<file path="src/rtl/tsq_cfg.svh">
`ifndef TSQ_CFG_SVH
`define TSQ_CFG_SVH

// Byte offsets inside the block's window
`define TSQ_OFS_LCB_LIMIT   8'h00
`define TSQ_OFS_ADJUST      8'h04
`define TSQ_OFS_LITERAL     8'h08
`define TSQ_OFS_QPTR        8'h0C
`define TSQ_OFS_QUE_FIRST   8'h10
`define TSQ_OFS_QUE_LAST    8'h2C
`define TSQ_OFS_TWA_LIMIT   8'h30
`define TSQ_OFS_TWB_LIMIT   8'h34
`define TSQ_OFS_LCA_LIMIT   8'h38
`define TSQ_OFS_SDL_LIMIT   8'h3C

// Field widths and reset values
`define TSQ_FIELD_W         16
`define TSQ_QPTR_W          5
`define TSQ_QUE_WORDS       8
`define TSQ_FIELD_RST       16'h0000
`define TSQ_QPTR_RST        5'h00
`define TSQ_QUE_RST         32'h0000_0000
`define TSQ_WORD_HSIZE      3'h2

// Sequencer output numbers routed off the block
`define TSQ_ADC_TRIG_LO     12
`define TSQ_ADC_TRIG_HI     15
`define TSQ_CAPDIV_OUT      9
`define TSQ_RPIN_LO         28
`define TSQ_RPIN_HI         31

`endif

</file>
<file path="src/rtl/tsq_pkg.sv">
package tsq_pkg;

	typedef enum logic [2:0] {
		TSQ_TGT_TWA = 3'h0,
		TSQ_TGT_TWB = 3'h1,
		TSQ_TGT_LCA = 3'h2,
		TSQ_TGT_LCB = 3'h3,
		TSQ_TGT_SDL = 3'h4,
		TSQ_TGT_LIT = 3'h5
	} tsq_target_type;

	typedef enum logic [2:0] {
		TSQ_BUS_IDLE  = 3'b001,
		TSQ_BUS_WRITE = 3'b010,
		TSQ_BUS_READ  = 3'b100
	} tsq_bus_state_type;

endpackage : tsq_pkg

</file>
<file path="src/rtl/tsq_ahb_slave.sv">
`include "tsq_cfg.svh"

module tsq_ahb_slave (
	input  wire logic        hclk,
	input  wire logic        hresetn,
	input  wire logic        ce,
	input  wire logic        hsel,
	input  wire logic [31:0] haddr,
	input  wire logic [1:0]  htrans,
	input  wire logic        hwrite,
	input  wire logic [2:0]  hsize,
	input  wire logic        hready,
	output logic             hreadyout,
	output logic             hresp,
	output logic             wr_en,
	output logic             rd_en,
	output logic [7:0]       acc_addr
);

	tsq_pkg::tsq_bus_state_type state_ff;
	tsq_pkg::tsq_bus_state_type nxt_state;
	logic [7:0]                 addr_ff;
	logic [7:0]                 nxt_addr;
	logic                       ready_ff;
	logic                       nxt_ready;
	logic                       take;

	// Reads take one wait state so read data leaves a flip-flop
	always_comb begin
		take      = hsel && hready && htrans[1];
		nxt_state = tsq_pkg::TSQ_BUS_IDLE;
		nxt_addr  = addr_ff;
		nxt_ready = 1'b1;
		if (take) begin
			nxt_addr = haddr[7:0];
			if (hwrite && hsize == `TSQ_WORD_HSIZE) begin
				nxt_state = tsq_pkg::TSQ_BUS_WRITE;
			end else if (!hwrite) begin
				nxt_state = tsq_pkg::TSQ_BUS_READ;
				nxt_ready = 1'b0;
			end
		end
		case (state_ff)
			tsq_pkg::TSQ_BUS_READ: begin
				nxt_state = tsq_pkg::TSQ_BUS_IDLE;
				nxt_ready = 1'b1;
			end
			default: begin
			end
		endcase
	end

	always_ff @(posedge hclk or negedge hresetn) begin
		if (!hresetn) begin
			state_ff <= tsq_pkg::TSQ_BUS_IDLE;
			addr_ff  <= 8'h00;
			ready_ff <= 1'b1;
		end else if (ce) begin
			state_ff <= nxt_state;
			addr_ff  <= nxt_addr;
			ready_ff <= nxt_ready;
		end
	end

	assign hreadyout = ready_ff;
	assign hresp     = 1'b0;
	assign wr_en     = ce && state_ff == tsq_pkg::TSQ_BUS_WRITE;
	assign rd_en     = ce && state_ff == tsq_pkg::TSQ_BUS_READ;
	assign acc_addr  = addr_ff;

endmodule : tsq_ahb_slave

</file>
<file path="src/rtl/tsq_step_timer.sv">
`include "tsq_cfg.svh"

module tsq_step_timer #(
	parameter int FIELD_W = `TSQ_FIELD_W
) (
	input  wire logic               hclk,
	input  wire logic               hresetn,
	input  wire logic               ce,
	input  wire logic               start,
	input  wire logic [FIELD_W-1:0] delay_limit,
	output logic                    busy,
	output logic                    done
);

	logic [FIELD_W-1:0] cnt_ff;
	logic [FIELD_W-1:0] nxt_cnt;
	logic               busy_ff;
	logic               nxt_busy;
	logic               done_ff;
	logic               nxt_done;

	// one base clock plus the extra delay clocks
	always_comb begin
		nxt_cnt  = cnt_ff;
		nxt_busy = busy_ff;
		nxt_done = 1'b0;
		if (busy_ff) begin
			if (cnt_ff == {FIELD_W{1'b0}}) begin
				nxt_busy = 1'b0;
				nxt_done = 1'b1;
			end else begin
				nxt_cnt = cnt_ff - {{(FIELD_W-1){1'b0}}, 1'b1};
			end
		end else if (start) begin
			nxt_cnt  = delay_limit;
			nxt_busy = 1'b1;
		end
	end

	always_ff @(posedge hclk or negedge hresetn) begin
		if (!hresetn) begin
			cnt_ff  <= {FIELD_W{1'b0}};
			busy_ff <= 1'b0;
			done_ff <= 1'b0;
		end else if (ce) begin
			cnt_ff  <= nxt_cnt;
			busy_ff <= nxt_busy;
			done_ff <= nxt_done;
		end
	end

	assign busy = busy_ff;
	assign done = done_ff;

endmodule : tsq_step_timer

</file>
<file path="src/rtl/tsq_regs.sv">
`include "tsq_cfg.svh"

// Behaviour
// - The second loop-count limit is offered to the decoder as the jump iteration count or a general limit.
// - An add request adds the adjust value to the chosen target register and writes the sum back to it.
// - The add target is one of timer limit a, timer limit b, count limit a, count limit b, step delay, or literal.
// - A strobe-literal request puts the stored 16-bit literal onto the strobe output with a valid pulse.
// - A 5-bit software-writable queue pointer selects the command byte now being executed.
// - Eight queue words hold four command bytes each, byte 4n in bits 7-0 up to byte 4n+3 in bits 31-24.
// - Sequencer outputs 12 to 15 drive the ADC sample triggers and output 9 drives the capacitive divider input.
// - Sequencer outputs 28 to 31 drive the remappable pin outputs and all other outputs are unused.
// - Unimplemented bits read as zero and writes to them are dropped.
// - Each step lasts one clock plus the step delay limit in extra clocks.
module tsq_regs #(
	parameter int FIELD_W   = `TSQ_FIELD_W,
	parameter int QPTR_W    = `TSQ_QPTR_W,
	parameter int QUE_WORDS = `TSQ_QUE_WORDS
) (
	input  wire logic               hclk,
	input  wire logic               hresetn,
	input  wire logic               ce,
	input  wire logic               hsel,
	input  wire logic [31:0]        haddr,
	input  wire logic [1:0]         htrans,
	input  wire logic               hwrite,
	input  wire logic [2:0]         hsize,
	input  wire logic [31:0]        hwdata,
	input  wire logic               hready,
	output logic                    hreadyout,
	output logic                    hresp,
	output logic [31:0]             hrdata,
	input  wire logic               step_start,
	output logic                    step_busy,
	output logic                    step_done,
	input  wire logic               qptr_inc,
	output logic [7:0]              step_cmd_byte,
	input  wire logic               add_req,
	input  wire logic [2:0]         add_target,
	input  wire logic               strobe_req,
	output logic [FIELD_W-1:0]      strobe_data,
	output logic                    strobe_valid,
	output logic [FIELD_W-1:0]      twa_limit,
	output logic [FIELD_W-1:0]      twb_limit,
	output logic [FIELD_W-1:0]      lca_limit,
	output logic [FIELD_W-1:0]      lcb_limit,
	output logic [FIELD_W-1:0]      sdl_limit,
	input  wire logic [31:0]        seq_out,
	output logic [3:0]              adc_trig,
	output logic                    capdiv_trig,
	output logic [3:0]              rpin_out
);

	logic                 wr_en;
	logic                 rd_en;
	logic [7:0]           acc_addr;

	logic [FIELD_W-1:0]   twa_ff;
	logic [FIELD_W-1:0]   twb_ff;
	logic [FIELD_W-1:0]   lca_ff;
	logic [FIELD_W-1:0]   lcb_ff;
	logic [FIELD_W-1:0]   sdl_ff;
	logic [FIELD_W-1:0]   adj_ff;
	logic [FIELD_W-1:0]   lit_ff;
	logic [QPTR_W-1:0]    qptr_ff;
	logic [31:0]          que_ff [QUE_WORDS];
	logic [31:0]          hrdata_ff;
	logic [7:0]           cmd_ff;
	logic [FIELD_W-1:0]   sdata_ff;
	logic                 svalid_ff;
	logic [3:0]           adc_ff;
	logic                 capdiv_ff;
	logic [3:0]           rpin_ff;

	logic [FIELD_W-1:0]   nxt_twa;
	logic [FIELD_W-1:0]   nxt_twb;
	logic [FIELD_W-1:0]   nxt_lca;
	logic [FIELD_W-1:0]   nxt_lcb;
	logic [FIELD_W-1:0]   nxt_sdl;
	logic [FIELD_W-1:0]   nxt_adj;
	logic [FIELD_W-1:0]   nxt_lit;
	logic [QPTR_W-1:0]    nxt_qptr;
	logic [31:0]          nxt_que [QUE_WORDS];
	logic [31:0]          nxt_hrdata;
	logic [7:0]           nxt_cmd;
	logic [FIELD_W-1:0]   nxt_sdata;
	logic                 nxt_svalid;
	logic [3:0]           nxt_adc;
	logic                 nxt_capdiv;
	logic [3:0]           nxt_rpin;

	logic [FIELD_W-1:0]   wfield;
	logic [FIELD_W-1:0]   add_src;
	logic [FIELD_W-1:0]   add_sum;

	// Word index of a queue offset
	function automatic logic [2:0] que_index(input logic [7:0] addr);
		logic [7:0] rel;
		rel = addr - `TSQ_OFS_QUE_FIRST;
		return rel[4:2];
	endfunction : que_index

	function automatic logic is_que(input logic [7:0] addr);
		return addr >= `TSQ_OFS_QUE_FIRST && addr <= `TSQ_OFS_QUE_LAST && addr[1:0] == 2'h0;
	endfunction : is_que

	// carry out of bit 15 dropped
	function automatic logic [FIELD_W-1:0] add_trunc(input logic [FIELD_W-1:0] a, input logic [FIELD_W-1:0] b);
		logic [FIELD_W:0] full;
		full = {1'b0, a} + {1'b0, b};
		return full[FIELD_W-1:0];
	endfunction : add_trunc

	function automatic logic [31:0] zext(input logic [FIELD_W-1:0] v);
		return {{(32-FIELD_W){1'b0}}, v};
	endfunction : zext

	tsq_ahb_slave u_bus (
		.hclk      (hclk),
		.hresetn   (hresetn),
		.ce        (ce),
		.hsel      (hsel),
		.haddr     (haddr),
		.htrans    (htrans),
		.hwrite    (hwrite),
		.hsize     (hsize),
		.hready    (hready),
		.hreadyout (hreadyout),
		.hresp     (hresp),
		.wr_en     (wr_en),
		.rd_en     (rd_en),
		.acc_addr  (acc_addr)
	);

	tsq_step_timer #(
		.FIELD_W (FIELD_W)
	) u_step (
		.hclk        (hclk),
		.hresetn     (hresetn),
		.ce          (ce),
		.start       (step_start),
		.delay_limit (sdl_ff),
		.busy        (step_busy),
		.done        (step_done)
	);

	// Register writes, add step and pointer
	always_comb begin
		nxt_twa  = twa_ff;
		nxt_twb  = twb_ff;
		nxt_lca  = lca_ff;
		nxt_lcb  = lcb_ff;
		nxt_sdl  = sdl_ff;
		nxt_adj  = adj_ff;
		nxt_lit  = lit_ff;
		nxt_qptr = qptr_ff;
		for (int i = 0; i < QUE_WORDS; i++) begin
			nxt_que[i] = que_ff[i];
		end
		// upper bits of the bus word discarded
		wfield = hwdata[FIELD_W-1:0];
		if (qptr_inc) begin
			nxt_qptr = qptr_ff + {{(QPTR_W-1){1'b0}}, 1'b1};
		end
		if (wr_en) begin
			if (acc_addr == `TSQ_OFS_LCB_LIMIT) begin
				nxt_lcb = wfield;
			end else if (acc_addr == `TSQ_OFS_ADJUST) begin
				nxt_adj = wfield;
			end else if (acc_addr == `TSQ_OFS_LITERAL) begin
				nxt_lit = wfield;
			end else if (acc_addr == `TSQ_OFS_QPTR) begin
				nxt_qptr = hwdata[QPTR_W-1:0];
			end else if (is_que(acc_addr)) begin
				nxt_que[que_index(acc_addr)] = hwdata;
			end else if (acc_addr == `TSQ_OFS_TWA_LIMIT) begin
				nxt_twa = wfield;
			end else if (acc_addr == `TSQ_OFS_TWB_LIMIT) begin
				nxt_twb = wfield;
			end else if (acc_addr == `TSQ_OFS_LCA_LIMIT) begin
				nxt_lca = wfield;
			end else if (acc_addr == `TSQ_OFS_SDL_LIMIT) begin
				nxt_sdl = wfield;
			end
		end
		case (tsq_pkg::tsq_target_type'(add_target))
			tsq_pkg::TSQ_TGT_TWA: add_src = twa_ff;
			tsq_pkg::TSQ_TGT_TWB: add_src = twb_ff;
			tsq_pkg::TSQ_TGT_LCA: add_src = lca_ff;
			tsq_pkg::TSQ_TGT_LCB: add_src = lcb_ff;
			tsq_pkg::TSQ_TGT_SDL: add_src = sdl_ff;
			default:              add_src = lit_ff;
		endcase
		add_sum = add_trunc(add_src, adj_ff);
		// sum written back, wins over a bus write
		if (add_req) begin
			case (tsq_pkg::tsq_target_type'(add_target))
				tsq_pkg::TSQ_TGT_TWA: nxt_twa = add_sum;
				tsq_pkg::TSQ_TGT_TWB: nxt_twb = add_sum;
				tsq_pkg::TSQ_TGT_LCA: nxt_lca = add_sum;
				tsq_pkg::TSQ_TGT_LCB: nxt_lcb = add_sum;
				tsq_pkg::TSQ_TGT_SDL: nxt_sdl = add_sum;
				tsq_pkg::TSQ_TGT_LIT: nxt_lit = add_sum;
				default: begin
				end
			endcase
		end
	end

	always_ff @(posedge hclk or negedge hresetn) begin
		if (!hresetn) begin
			twa_ff  <= `TSQ_FIELD_RST;
			twb_ff  <= `TSQ_FIELD_RST;
			lca_ff  <= `TSQ_FIELD_RST;
			lcb_ff  <= `TSQ_FIELD_RST;
			sdl_ff  <= `TSQ_FIELD_RST;
			adj_ff  <= `TSQ_FIELD_RST;
			lit_ff  <= `TSQ_FIELD_RST;
			qptr_ff <= `TSQ_QPTR_RST;
			for (int i = 0; i < QUE_WORDS; i++) begin
				que_ff[i] <= `TSQ_QUE_RST;
			end
		end else if (ce) begin
			twa_ff  <= nxt_twa;
			twb_ff  <= nxt_twb;
			lca_ff  <= nxt_lca;
			lcb_ff  <= nxt_lcb;
			sdl_ff  <= nxt_sdl;
			adj_ff  <= nxt_adj;
			lit_ff  <= nxt_lit;
			qptr_ff <= nxt_qptr;
			for (int i = 0; i < QUE_WORDS; i++) begin
				que_ff[i] <= nxt_que[i];
			end
		end
	end

	// Read data, command byte, strobe and routing
	always_comb begin
		nxt_hrdata = hrdata_ff;
		if (rd_en) begin
			// unmapped and reserved bits read zero
			nxt_hrdata = 32'h0000_0000;
			if (acc_addr == `TSQ_OFS_LCB_LIMIT) begin
				nxt_hrdata = zext(lcb_ff);
			end else if (acc_addr == `TSQ_OFS_ADJUST) begin
				nxt_hrdata = zext(adj_ff);
			end else if (acc_addr == `TSQ_OFS_LITERAL) begin
				nxt_hrdata = zext(lit_ff);
			end else if (acc_addr == `TSQ_OFS_QPTR) begin
				nxt_hrdata = {{(32-QPTR_W){1'b0}}, qptr_ff};
			end else if (is_que(acc_addr)) begin
				nxt_hrdata = que_ff[que_index(acc_addr)];
			end else if (acc_addr == `TSQ_OFS_TWA_LIMIT) begin
				nxt_hrdata = zext(twa_ff);
			end else if (acc_addr == `TSQ_OFS_TWB_LIMIT) begin
				nxt_hrdata = zext(twb_ff);
			end else if (acc_addr == `TSQ_OFS_LCA_LIMIT) begin
				nxt_hrdata = zext(lca_ff);
			end else if (acc_addr == `TSQ_OFS_SDL_LIMIT) begin
				nxt_hrdata = zext(sdl_ff);
			end
		end
		nxt_cmd = que_ff[qptr_ff[4:2]][{qptr_ff[1:0], 3'h0} +: 8];
		// literal placed on the strobe path
		nxt_sdata  = strobe_req ? lit_ff : sdata_ff;
		nxt_svalid = strobe_req;
		nxt_adc    = seq_out[`TSQ_ADC_TRIG_HI:`TSQ_ADC_TRIG_LO];
		nxt_capdiv = seq_out[`TSQ_CAPDIV_OUT];
		nxt_rpin   = seq_out[`TSQ_RPIN_HI:`TSQ_RPIN_LO];
	end

	always_ff @(posedge hclk or negedge hresetn) begin
		if (!hresetn) begin
			hrdata_ff <= 32'h0000_0000;
			cmd_ff    <= 8'h00;
			sdata_ff  <= `TSQ_FIELD_RST;
			svalid_ff <= 1'b0;
			adc_ff    <= 4'h0;
			capdiv_ff <= 1'b0;
			rpin_ff   <= 4'h0;
		end else if (ce) begin
			hrdata_ff <= nxt_hrdata;
			cmd_ff    <= nxt_cmd;
			sdata_ff  <= nxt_sdata;
			svalid_ff <= nxt_svalid;
			adc_ff    <= nxt_adc;
			capdiv_ff <= nxt_capdiv;
			rpin_ff   <= nxt_rpin;
		end
	end

	assign hrdata        = hrdata_ff;
	assign step_cmd_byte = cmd_ff;
	assign strobe_data   = sdata_ff;
	assign strobe_valid  = svalid_ff;
	assign twa_limit     = twa_ff;
	assign twb_limit     = twb_ff;
	assign lca_limit     = lca_ff;
	// count limit b handed to the decoder
	assign lcb_limit     = lcb_ff;
	assign sdl_limit     = sdl_ff;
	assign adc_trig      = adc_ff;
	assign capdiv_trig   = capdiv_ff;
	assign rpin_out      = rpin_ff;

endmodule : tsq_regs

</file>
<file path="config.mk">
export PLATFORM = sky130hd
export DESIGN_NAME = tsq_regs
export DESIGN_NICKNAME = d
export VERILOG_FILES = /design/src/rtl/tsq_pkg.sv /design/src/rtl/tsq_ahb_slave.sv /design/src/rtl/tsq_step_timer.sv /design/src/rtl/tsq_regs.sv
export VERILOG_INCLUDE_DIRS = /design/src /design/src/rtl
export SDC_FILE = /design/constraint.sdc
export NUM_CORES = 1
export LEC_CHECK = 0
export BUFFER_PORTS_ARGS = -buffer_cell sky130_fd_sc_hd__buf_4
export CAP_MARGIN = 20
export CORE_MARGIN = 2
export CORE_UTILIZATION = 48
export DETAILED_ROUTE_END_ITERATION = 8
export PLACE_DENSITY = 0.7
export SYNTH_ARGS = -nofsm -noshare
export SYNTH_HDL_FRONTEND = slang
export SYNTH_SLANG_ARGS = --single-unit
</file>
<file path="constraint.sdc">
create_clock -name hclk -period 3.87 [get_ports hclk]
set_input_delay 0.5805 -clock hclk [delete_from_list [all_inputs] [get_ports hclk]]
set_output_delay 0.5805 -clock hclk [all_outputs]
set_load 0.05 [all_outputs]
</file>
Word level (Yosys, flattened, before mapping)
Index checks and enable logic that the tools add are counted.
{ "word_totals": {"reg_bits": 469, "inputBits": 114, "output_inout_bits": 150, "word_cells": 173} }
{ "classes": {"n_addsub": 4, "magnitude_cmp": 5, "eq_ne": 16, "shifts": 1, "muxes": 93, "bitwise": 6, "n_reduce_logical": 19} }
{ "ops": {"columns": ["operator", "count"], "rows": [
  ["16-bit 2-to-1 mux", 59],
  ["32-bit 2-to-1 mux", 10],
  ["256-bit bitwise mux", 1],
  ["32-bit binary-select mux with 3-bit select", 2],
  ["32-bit demux with 3-bit select", 1],
  ["16-bit one-hot mux with 5 select lines", 1],
  ["8-bit by 6-bit == test with 1-bit output (second input constant)", 4],
  ["32-bit by 6-bit indexed part select with 8-bit output", 1],
  ["5-bit 2-to-1 mux", 6],
  ["16-bit adder", 1],
  ["8-bit by 4-bit == test with 1-bit output (second input constant)", 2],
  ["16-bit zero test", 1],
  ["16-bit by 1-bit subtractor with 16-bit output (second input constant)", 1],
  ["3-bit by 2-bit == test with 1-bit output (second input constant)", 4],
  ["3-bit 2-to-1 mux", 4],
  ["3-bit == test (second input constant)", 3],
  ["1-bit 2-to-1 mux", 9],
  ["8-bit by 3-bit == test with 1-bit output (second input constant)", 1],
  ["4-bit >= comparator (second input constant)", 2],
  ["8-bit by 5-bit >= comparator with 1-bit output (second input constant)", 1],
  ["8-bit by 6-bit <= comparator with 1-bit output (second input constant)", 1],
  ["1-bit logical AND", 8],
  ["8-bit zero test", 1],
  ["3-bit NOT with 4-bit output", 2],
  ["13 further kinds", 18]
]} }

Logic depth before layout (Yosys ltp)
Gate-level depths: netlist (run 1).
{ "logic_depth": {"word_depth": 13, "ltp_mapped": 15, "mapped_depth_nobuf": 13} }

Cells and area by module
From an unflattened synthesis (run 1), not the netlist that was laid out.
{ "hier_totals": {"hier_cells": 2009, "area_unflattened_um2": 25451.9} }
{ "modules_own_cells": {"columns": ["mod", "n_inst", "cells_each", "area_per_inst_um2", "seq_area_each_um2"], "rows": [
  ["tsq_regs", 1, 1831, 23716.5, 10985.5],
  ["tsq_step_timer", 1, 141, 1229.9, 450.4],
  ["tsq_ahb_slave", 1, 37, 505.5, 302.8]
]} }

Worst setup path before layout (run 1)
Ideal clock, no wire load.
{ "synth_timing": {"path_kind": "input port to flip-flop", "startpoint": "input port add_target[0]", "endpoint": "register lit_ff[14]", "setup_time_ps": 177, "arrival_time_ps": 3774, "setup_slack_ps": -82, "path_stages": 12, "path_buffers": 3, "path_cell_list": "buf_2 > buf_1 > clkbuf_1 > mux2i_1 > a221oi_1 > fa_1 > a211oi_1 > o21ai_0 > a31oi_1 > o21a_1 > o311ai_0 > a222oi_1"} }
{ "synth_via": {"elab_chain_cells": 5, "elab_cells_between_ends": 10} }
{ "synth_rtl": {"columns": ["element", "line_no", "rtl"], "rows": [
  ["start, declared", "tsq_regs.sv:38", "input wire logic [2:0] add_target,"],
  ["3-bit == test (tied with other cells)", "tsq_regs.sv:185", "case (tsq_pkg::tsq_target_type'(add_target))"],
  ["16-bit one-hot mux with 5 select lines", "tsq_regs.sv:185", null],
  ["16-bit adder", "tsq_regs.sv:109", "full = {1'b0, a} + {1'b0, b};"],
  ["16-bit 2-to-1 mux *", "tsq_regs.sv:196", "case (tsq_pkg::tsq_target_type'(add_target))"],
  ["16-bit 2-to-1 mux *", "tsq_regs.sv:195", "if (add_req) begin"],
  ["end signal, assigned", "tsq_regs.sv:217", "lit_ff <= `TSQ_FIELD_RST;"],
  ["end signal, assigned", "tsq_regs.sv:229", "lit_ff <= nxt_lit;"],
  ["end, declared", "tsq_regs.sv:63", "logic [FIELD_W-1:0] lit_ff;"]
]} }
Every way passes the cells marked *; elsewhere a longest branch is shown, timed or not.
A chain may end at the register's enable or synchronous reset.

Final worst setup path (run 1)
{ "layout_timing": {"startpoint": "register lca_ff[0], in the netlist lca_limit[0]", "endpoint": "register lit_ff[14]"} }
{ "layout_via": {"elab_chain_cells": 4} }
{ "layout_rtl": {"columns": ["element", "line_no", "rtl"], "rows": [
  ["start, declared", "tsq_regs.sv:59", "logic [FIELD_W-1:0] lca_ff;"],
  ["start signal, assigned", "tsq_regs.sv:213", "lca_ff <= `TSQ_FIELD_RST;"],
  ["start signal, assigned", "tsq_regs.sv:225", "lca_ff <= nxt_lca;"],
  ["16-bit one-hot mux with 5 select lines", "tsq_regs.sv:185", null],
  ["16-bit adder", "tsq_regs.sv:109", null],
  ["16-bit 2-to-1 mux", "tsq_regs.sv:196", null],
  ["16-bit 2-to-1 mux", "tsq_regs.sv:195", null]
]} }
No other way between the ends.

==> flow_metrics.py, run 1 <==
metrics = {
    "worst_setup_path": {
        "critPathSlowestCell": "fa_1",
        "cp_cell_sequence": "mux2_2 -> a221oi_2 -> o21ai_0 -> o21ai_0 -> a21oi_1 -> ha_1 -> fa_1 -> a211oi_2 -> o21ai_0 -> a31oi_1 -> buf_4 -> o21a_1 -> o311ai_2 -> a222oi_1",
        "worst_setup_path_startpoint": "lca_limit[0]",
        "data_arrival_time_of_the_worst_path_ns": 4.13,
        "timing.rr.start": "lca_limit[0]",
        "crit_path_end_kind": "flip-flop",
        "worstSetupStartpointType": "flip-flop",
        "worst_path_dominant_cell_family": "compound AO/OA/AOI/OAI gates",
        "critical_path_class": "reg2reg",
        "critPathRequiredTime_ns": 4.36,
        "slowest_delay_ns": 0.47,
        "critical_path_peak_fanout": 6,
        "cp_common_cell": "o21ai_0",
        "critPathBufInv": 1,
    },
    "finish": {
        "mostFrequentLayoutCell": "dfrtp_1",
        "final_layout_size_suffix_gt1_share_pct": 39.6,
        "antenna_cells_inserted": 0,
        "filler_cell_count": 4138,
        "seqCellArea_mm2": 0.0118,
        "multi_input_combinational_cell_area_mm2": 0.0124,
        "finish.instance_area_mm2": 0.0297,
        "area_growth_syn_to_layout_pct": 18.7,
        "layout_common_cells": "dfrtp_1 (461), buf_4 (322), mux2_2 (310)",
        "num-nets-final": 2395,
    },
    "sta": {
        "final-setup-viol-count": 0,
        "finalHoldViolations": 0,
        "grt_setup_unrepaired": "no",
        "setup_slack_ns": 0.227,
        "skew_ns": 0.0268,
        "slew_viol_final": 0,
        "max-slew-margin-rel_pct": 29.2,
        "min_period_ns": 3.64,
        "tightest_slew_ns": 1.06,
        "max_freq_mhz": 274,
        "timing.final.crit_share_pct": 94.1,
    },
    "clocking": {
        "cts-htree-levels": 2,
        "clkSlewWorstSetupHoldPaths_ns": 0.06,
        "hold_buffers": 0,
        "post_cts_resized": 0,
        "clkSinkCount": 469,
        "max-clock-path-buffers": 3,
        "tritoncts": "yes",
        "post_cts.repair.setup_buffers": 0,
        "clockRootBuffer": "clkbuf_16",
        "cts_made_buffers": 51,
        "worstSkewPairLatency_ns": 0.63,
    },
    "logic_synthesis": {
        "synth_simple_gate_area_share_pct": 6.02,
        "netlist_area_mm2": 0.0250,
        "synth_compound_area_share_pct": 11.8,
        "combinational_family_with_the_most_area_after_synthesis": "multiplexers",
        "synth_edf_count": 0,
        "synth.lib_cells_used.distinct": 72,
        "synth-seq-area-share_pct": 46.9,
        "synth_adder_area_share_pct": 1.03,
        "synth.ff_latch_count": 469,
        "avgSynthCellArea_um2": 12.3,
        "postSynth.asyncResetShare_pct": 100,
        "synth.net_count": 2162,
        "ys_dominant_reg_cell": "dfrtp_1",
        "synthesis.instances": 2028,
        "synth-xor-area-share_pct": 0.455,
        "muxShareOfSynthArea_pct": 30.1,
        "synth-warning-count": 0,
    },
    "die": {
        "dieArea_mm2": 0.0539,
        "floorplan.io_pins": 264,
        "core-area_mm2": 0.0514,
        "chipHeight_um": 232,
        "fp-row-count": 83,
        "die_w_um": 232,
        "floorplan.initialDensity_pct": 48.6,
    },
    "place": {
        "placed_area_mm2": 0.0279,
        "port_buffers": 214,
        "dp_slack_ns": -0.238,
        "place_congestion": 0.992,
        "post-dp-hpwl_um": 57600,
    },
    "route": {
        "drtPass1Iterations": 6,
        "drt-initial-drc-count": 2104,
        "via_count": 19700,
        "antenna_left": 0,
        "drt-total-wl_um": 84500,
        "detail_route.drc_violations": 0,
        "vias_per_cell": 6.61,
        "routed_wire_length_per_instance_um": 28.3,
    },
    "power": {
        "power.density_cell_area_mw_per_mm2": 545,
        "static_leakage_nw": 13.5,
        "power.ir.vdd_worst_v": 0.000331,
        "finalPower_mw": 16.2,
    },
    "grt": {
        "overflow": 0,
        "antenna_violations_before_repair": 0,
        "grt_max_degree": 108,
        "vias_in_the_first_global_route": 19800,
        "globalRouteTotalUtil_pct": 31.5,
        "grt_pass1_wl_um": 126000,
    },
    "min_path": {
        "hold_path_class": "in2async",
    },
    "run": {
        "drv_cap": 0,
    },
    "run_status": {
        "result_of_the_run": "finished clean",
    },
}
## area by class of cell
class | instances | area share (%)
multi-input combinational | 1349 | 41.9
inverter | 54 | 0.683
clock buffer | 75 | 4.94
clock inverter | 20 | 0.999
sequential | 469 | 39.6
tap | 680 | 2.87
timing repair buffer | 336 | 9.07
## metrics by stage
stage	hold slack [ns]	TNS, ns	utilization [%]	instances
detailed placement	0.472	-2.03	54.3	2888
global route	0.0648	0	57.8	2983
global placement	0.465	-1.88	54.3	2888
floorplan	0.285	0	-	2028
finish	0.000978	0	57.8	2983
CTS	0.0685	0	57.7	2983
## worst reg2reg max path: cells and delay by family (launching register included)
family          cells  cell delay (ns)
compound gates     10             1.89
fa+ha+maj           2             0.71
buf+inv             1             0.17
flops               1             0.46
mux                 1             0.29
## synth_stat cells (3+ instances only)
cell,count,area [µm²]
dfrtp_1,467,11700
mux2_2,310,3490
mux4_2,144,3240
nor2_1,127,477
o21ai_0,119,596
a21oi_1,113,566
nand2_1,90,338
clkbuf_1,89,334
mux2i_1,76,761
o22ai_1,56,350
inv_1,52,195
a221oi_1,44,385
buf_2,33,165
nand3_1,27,135
a222oi_1,22,220
buf_1,19,71.3
ha_1,19,238
nor3_1,16,80.1
a22oi_1,15,113
buf_4,11,82.6
o21bai_1,11,82.6
a2bb2oi_1,10,87.6
nand4_1,10,62.6
o32ai_1,10,87.6
nand2b_1,9,56.3
o311ai_0,9,78.8
xor2_1,9,78.8
and3_1,8,50.1
o2111ai_1,7,61.3
a31oi_1,6,37.5
a211oi_1,5,37.5
a21o_1,5,37.5
and2_1,5,31.3
o21a_1,5,37.5
buf_6,4,45.0
nor3b_1,4,30.0
nor4_1,4,25.0
o221a_2,4,45.0
o221ai_1,4,35.0
xnor2_1,4,35.0
nor2b_1,3,18.8
o211ai_1,3,22.5
or2_2,3,18.8
or3_1,3,18.8
## cell families after synthesis
family / Yosys count
AOI/OAI and AO/OA: 457
other: 1
and+or+nand+nor: 326
adders and majority gates: 20
DFF: 469
muxes: 532
buffers and inverters: 210
xor gates and xnor gates: 13
## state kept, by name, summed over array words and instances, names as in the netlist, 3 cells and up
signal          flops
twa_limit          16
qptr_ff             5
u_bus.acc_addr      8
lit_ff             16
twb_limit          16
hrdata             32
que_ff            256
strobe_data        16
rpin_out            4
u_step.cnt_ff      16
adc_trig            4
lcb_limit          16
u_bus.state_ff      3
step_cmd_byte       8
sdl_limit          16
lca_limit          16
adj_ff             16
## final timing paths
path,to,slack (ns),depth (start not counted)
max in group asynchronous,lca_limit[13],2.83,2
worst min register to register,hrdata[16],0.48,2
worst max-delay path,lit_ff[14],0.23,14
worst min-delay path,adc_trig[2],0.001,1
min in group hclk,u_bus.acc_addr[4],0.18,2
worst max register to register,lit_ff[14],0.23,14
## power by group
| part | switching [mW] | internal, mW |
|---|---|---|
| registers | 0.984 | 5.37 |
| clock network | 2.11 | 2.98 |
| logic | 2.93 | 1.81 |
| total | 6.03 | 10.2 |
## per-layer routing
| layer | share of wire [%] | routed length, µm | vias up | GRT usage (%) |
|---|---|---|---|---|
| met2 | 47 | 39800 | 1157 | 50.5 |
| met4 | 5.4 | 4540 | 0 | 15.9 |
| met1 | 39 | 33100 | 10100 | 41.9 |
| met3 | 8.3 | 7040 | 273 | 4.64 |
| met5 | 0 | 0 | - | 0 |
| li1 | - | - | 8219 | - |
Power figures use the tool's default switching activity.
==> run 2: changes to the inputs <==
- MAX_ROUTING_LAYER: not set -> met4
==> flow_metrics.py, run 2 (synthesis gave the netlist of run 1 again) <==
metrics = {
    "power": {
        "seqPwrFrac_pct": 39.3,
        "switching_power_mw": 6.05,
        "power.density_cell_area_mw_per_mm2": 547,
        "finalPower_mw": 16.2,
        "internal-power_mw": 10.1,
        "share_of_power_burned_in_combinational_logic_pct": 29.4,
        "power.ir.vdd_worst_v": 0.000422,
        "share_clk_of_total_power_pct": 31.3,
        "static_leakage_nw": 13.5,
        "switching_share_pct": 37.5,
    },
    "die": {
        "die_w_um": 232,
        "chipHeight_um": 232,
        "floorplan.initialDensity_pct": 48.6,
        "core-area_mm2": 0.0514,
        "floorplan.io_pins": 264,
        "dieArea_mm2": 0.0539,
        "fp-row-count": 83,
    },
    "grt": {
        "grt_pass1_wl_um": 128000,
        "grt_max_degree": 102,
        "antenna_violations_before_repair": 2,
        "overflow": 0,
        "vias_in_the_first_global_route": 19800,
        "globalRouteTotalUtil_pct": 33.0,
    },
    "clocking": {
        "clkSinkCount": 469,
        "worstSkewPairLatency_ns": 0.62,
        "clkSlewWorstSetupHoldPaths_ns": 0.06,
        "cts_made_buffers": 51,
        "post_cts.repair.setup_buffers": 0,
        "post_cts_resized": 0,
        "tritoncts": "yes",
        "cts-htree-levels": 2,
        "clockRootBuffer": "clkbuf_16",
        "max-clock-path-buffers": 3,
        "hold_buffers": 0,
    },
    "finish": {
        "largest_register": "que_ff",
        "layout_common_cells": "dfrtp_1 (462), buf_4 (323), mux2_2 (310)",
        "largest_register_ffs": 256,
        "area_growth_syn_to_layout_pct": 18.2,
        "num-nets-final": 2391,
        "final_layout_size_suffix_gt1_share_pct": 39.3,
        "mostFrequentLayoutCell": "dfrtp_1",
    },
    "place": {
        "dp_slack_ns": -0.210,
        "port_buffers": 214,
        "post-dp-hpwl_um": 58400,
        "place_congestion": 0.984,
    },
    "sta": {
        "skew_ns": 0.0309,
        "setup_slack_ns": 0.267,
        "final-setup-viol-count": 0,
        "finalHoldViolations": 0,
        "tightest_slew_ns": 1.07,
        "timing.setup.tns_ns": 0,
        "max-slew-margin-rel_pct": 28.2,
        "max_freq_mhz": 278,
        "grt_setup_unrepaired": "no",
        "whs_ns": 0.00981,
        "slew_viol_final": 0,
        "min_period_ns": 3.60,
        "timing.final.crit_share_pct": 93.1,
    },
    "route": {
        "drt-initial-drc-count": 2203,
        "antenna_left": 0,
        "drt-total-wl_um": 86400,
        "drtPass1Iterations": 8,
        "detail_route.drc_violations": 0,
        "vias_per_cell": 6.63,
        "routed_wire_length_per_instance_um": 29.0,
        "via_count": 19800,
    },
    "worst_setup_path": {
        "critPathRequiredTime_ns": 4.36,
        "timing.reg2reg.worst_path_depth": 14,
        "worstSetupStartpointType": "flip-flop",
        "crit_path_end_kind": "flip-flop",
        "data_arrival_time_of_the_worst_path_ns": 4.09,
        "critical_path_class": "reg2reg",
        "critical_path_peak_fanout": 6,
    },
    "run_status": {
        "result_of_the_run": "finished clean",
    },
    "min_path": {
        "hold_path_class": "in2async",
    },
    "run": {
        "drv_cap": 0,
    },
}
## run 2: final timing paths
kind | to | slack (ns) | startpoint
max in group asynchronous | que_ff[112] | 2.75 | hresetn
hold / removal | capdiv_trig | 0.01 | hresetn
setup / recovery | twb_limit[14] | 0.27 | lca_limit[0]
hold reg to reg | hrdata[16] | 0.48 | hrdata[16]
min in group hclk | rpin_out[3] | 0.20 | seq_out[31]
setup reg to reg | twb_limit[14] | 0.27 | lca_limit[0]
## run 2: area by class of cell
cell class	instances	area, µm²
Antenna cell	1	2.50
Clock buffer	80	1510
Clock inverter	14	210
Fill cell	4158	21900
Inverter	54	203
Multi-Input combinational cell	1349	12400
Sequential cell	469	11800
Tap cell	680	851
Timing Repair Buffer	332	2600
## run 2: worst max-delay path, cell delays in order, from the launching register on
cell      delay [ns]
dfrtp_1         0.48
mux2_2          0.31
a221oi_2        0.22
o21ai_0         0.12
o21ai_0         0.08
a21oi_1         0.08
ha_1            0.22
fa_1            0.44
a211oi_2        0.25
o21ai_0         0.16
a31oi_1         0.19
buf_4           0.16
o21a_1          0.19
o311ai_2        0.20
a221oi_1        0.37
## run 2: metrics by stage
stage / util [%] / std cells / instance area [µm²]
2_1_floorplan: - / 2028 / 25000
3_3_place_gp: 54.1 / 2883 / 27800
3_5_place_dp: 54.1 / 2883 / 27800
4_1_cts: 57.4 / 2977 / 29500
5_1_grt: 57.5 / 2979 / 29600
6_report: 57.5 / 2979 / 29600
## run 2: routing by layer
layer	vias up	routed length, µm	global-route usage [%]
li1	8218	-	-
met1	10100	34000	42.4
met2	1154	40300	50.3
met3	261	7470	6.84
met4	0	4650	15.9
met5	-	0	-
## run 2: power groups by stage
stage                     logic [mW]  clock network (mW)  registers, mW
after CTS                       4.73                5.11           6.31
after global routing            5.04                5.34           6.40
after detailed placement        4.72                   0           6.39
final                           4.76                5.05           6.34
after global placement          4.67                   0           6.38
after floorplan                 2.28                   0           6.90
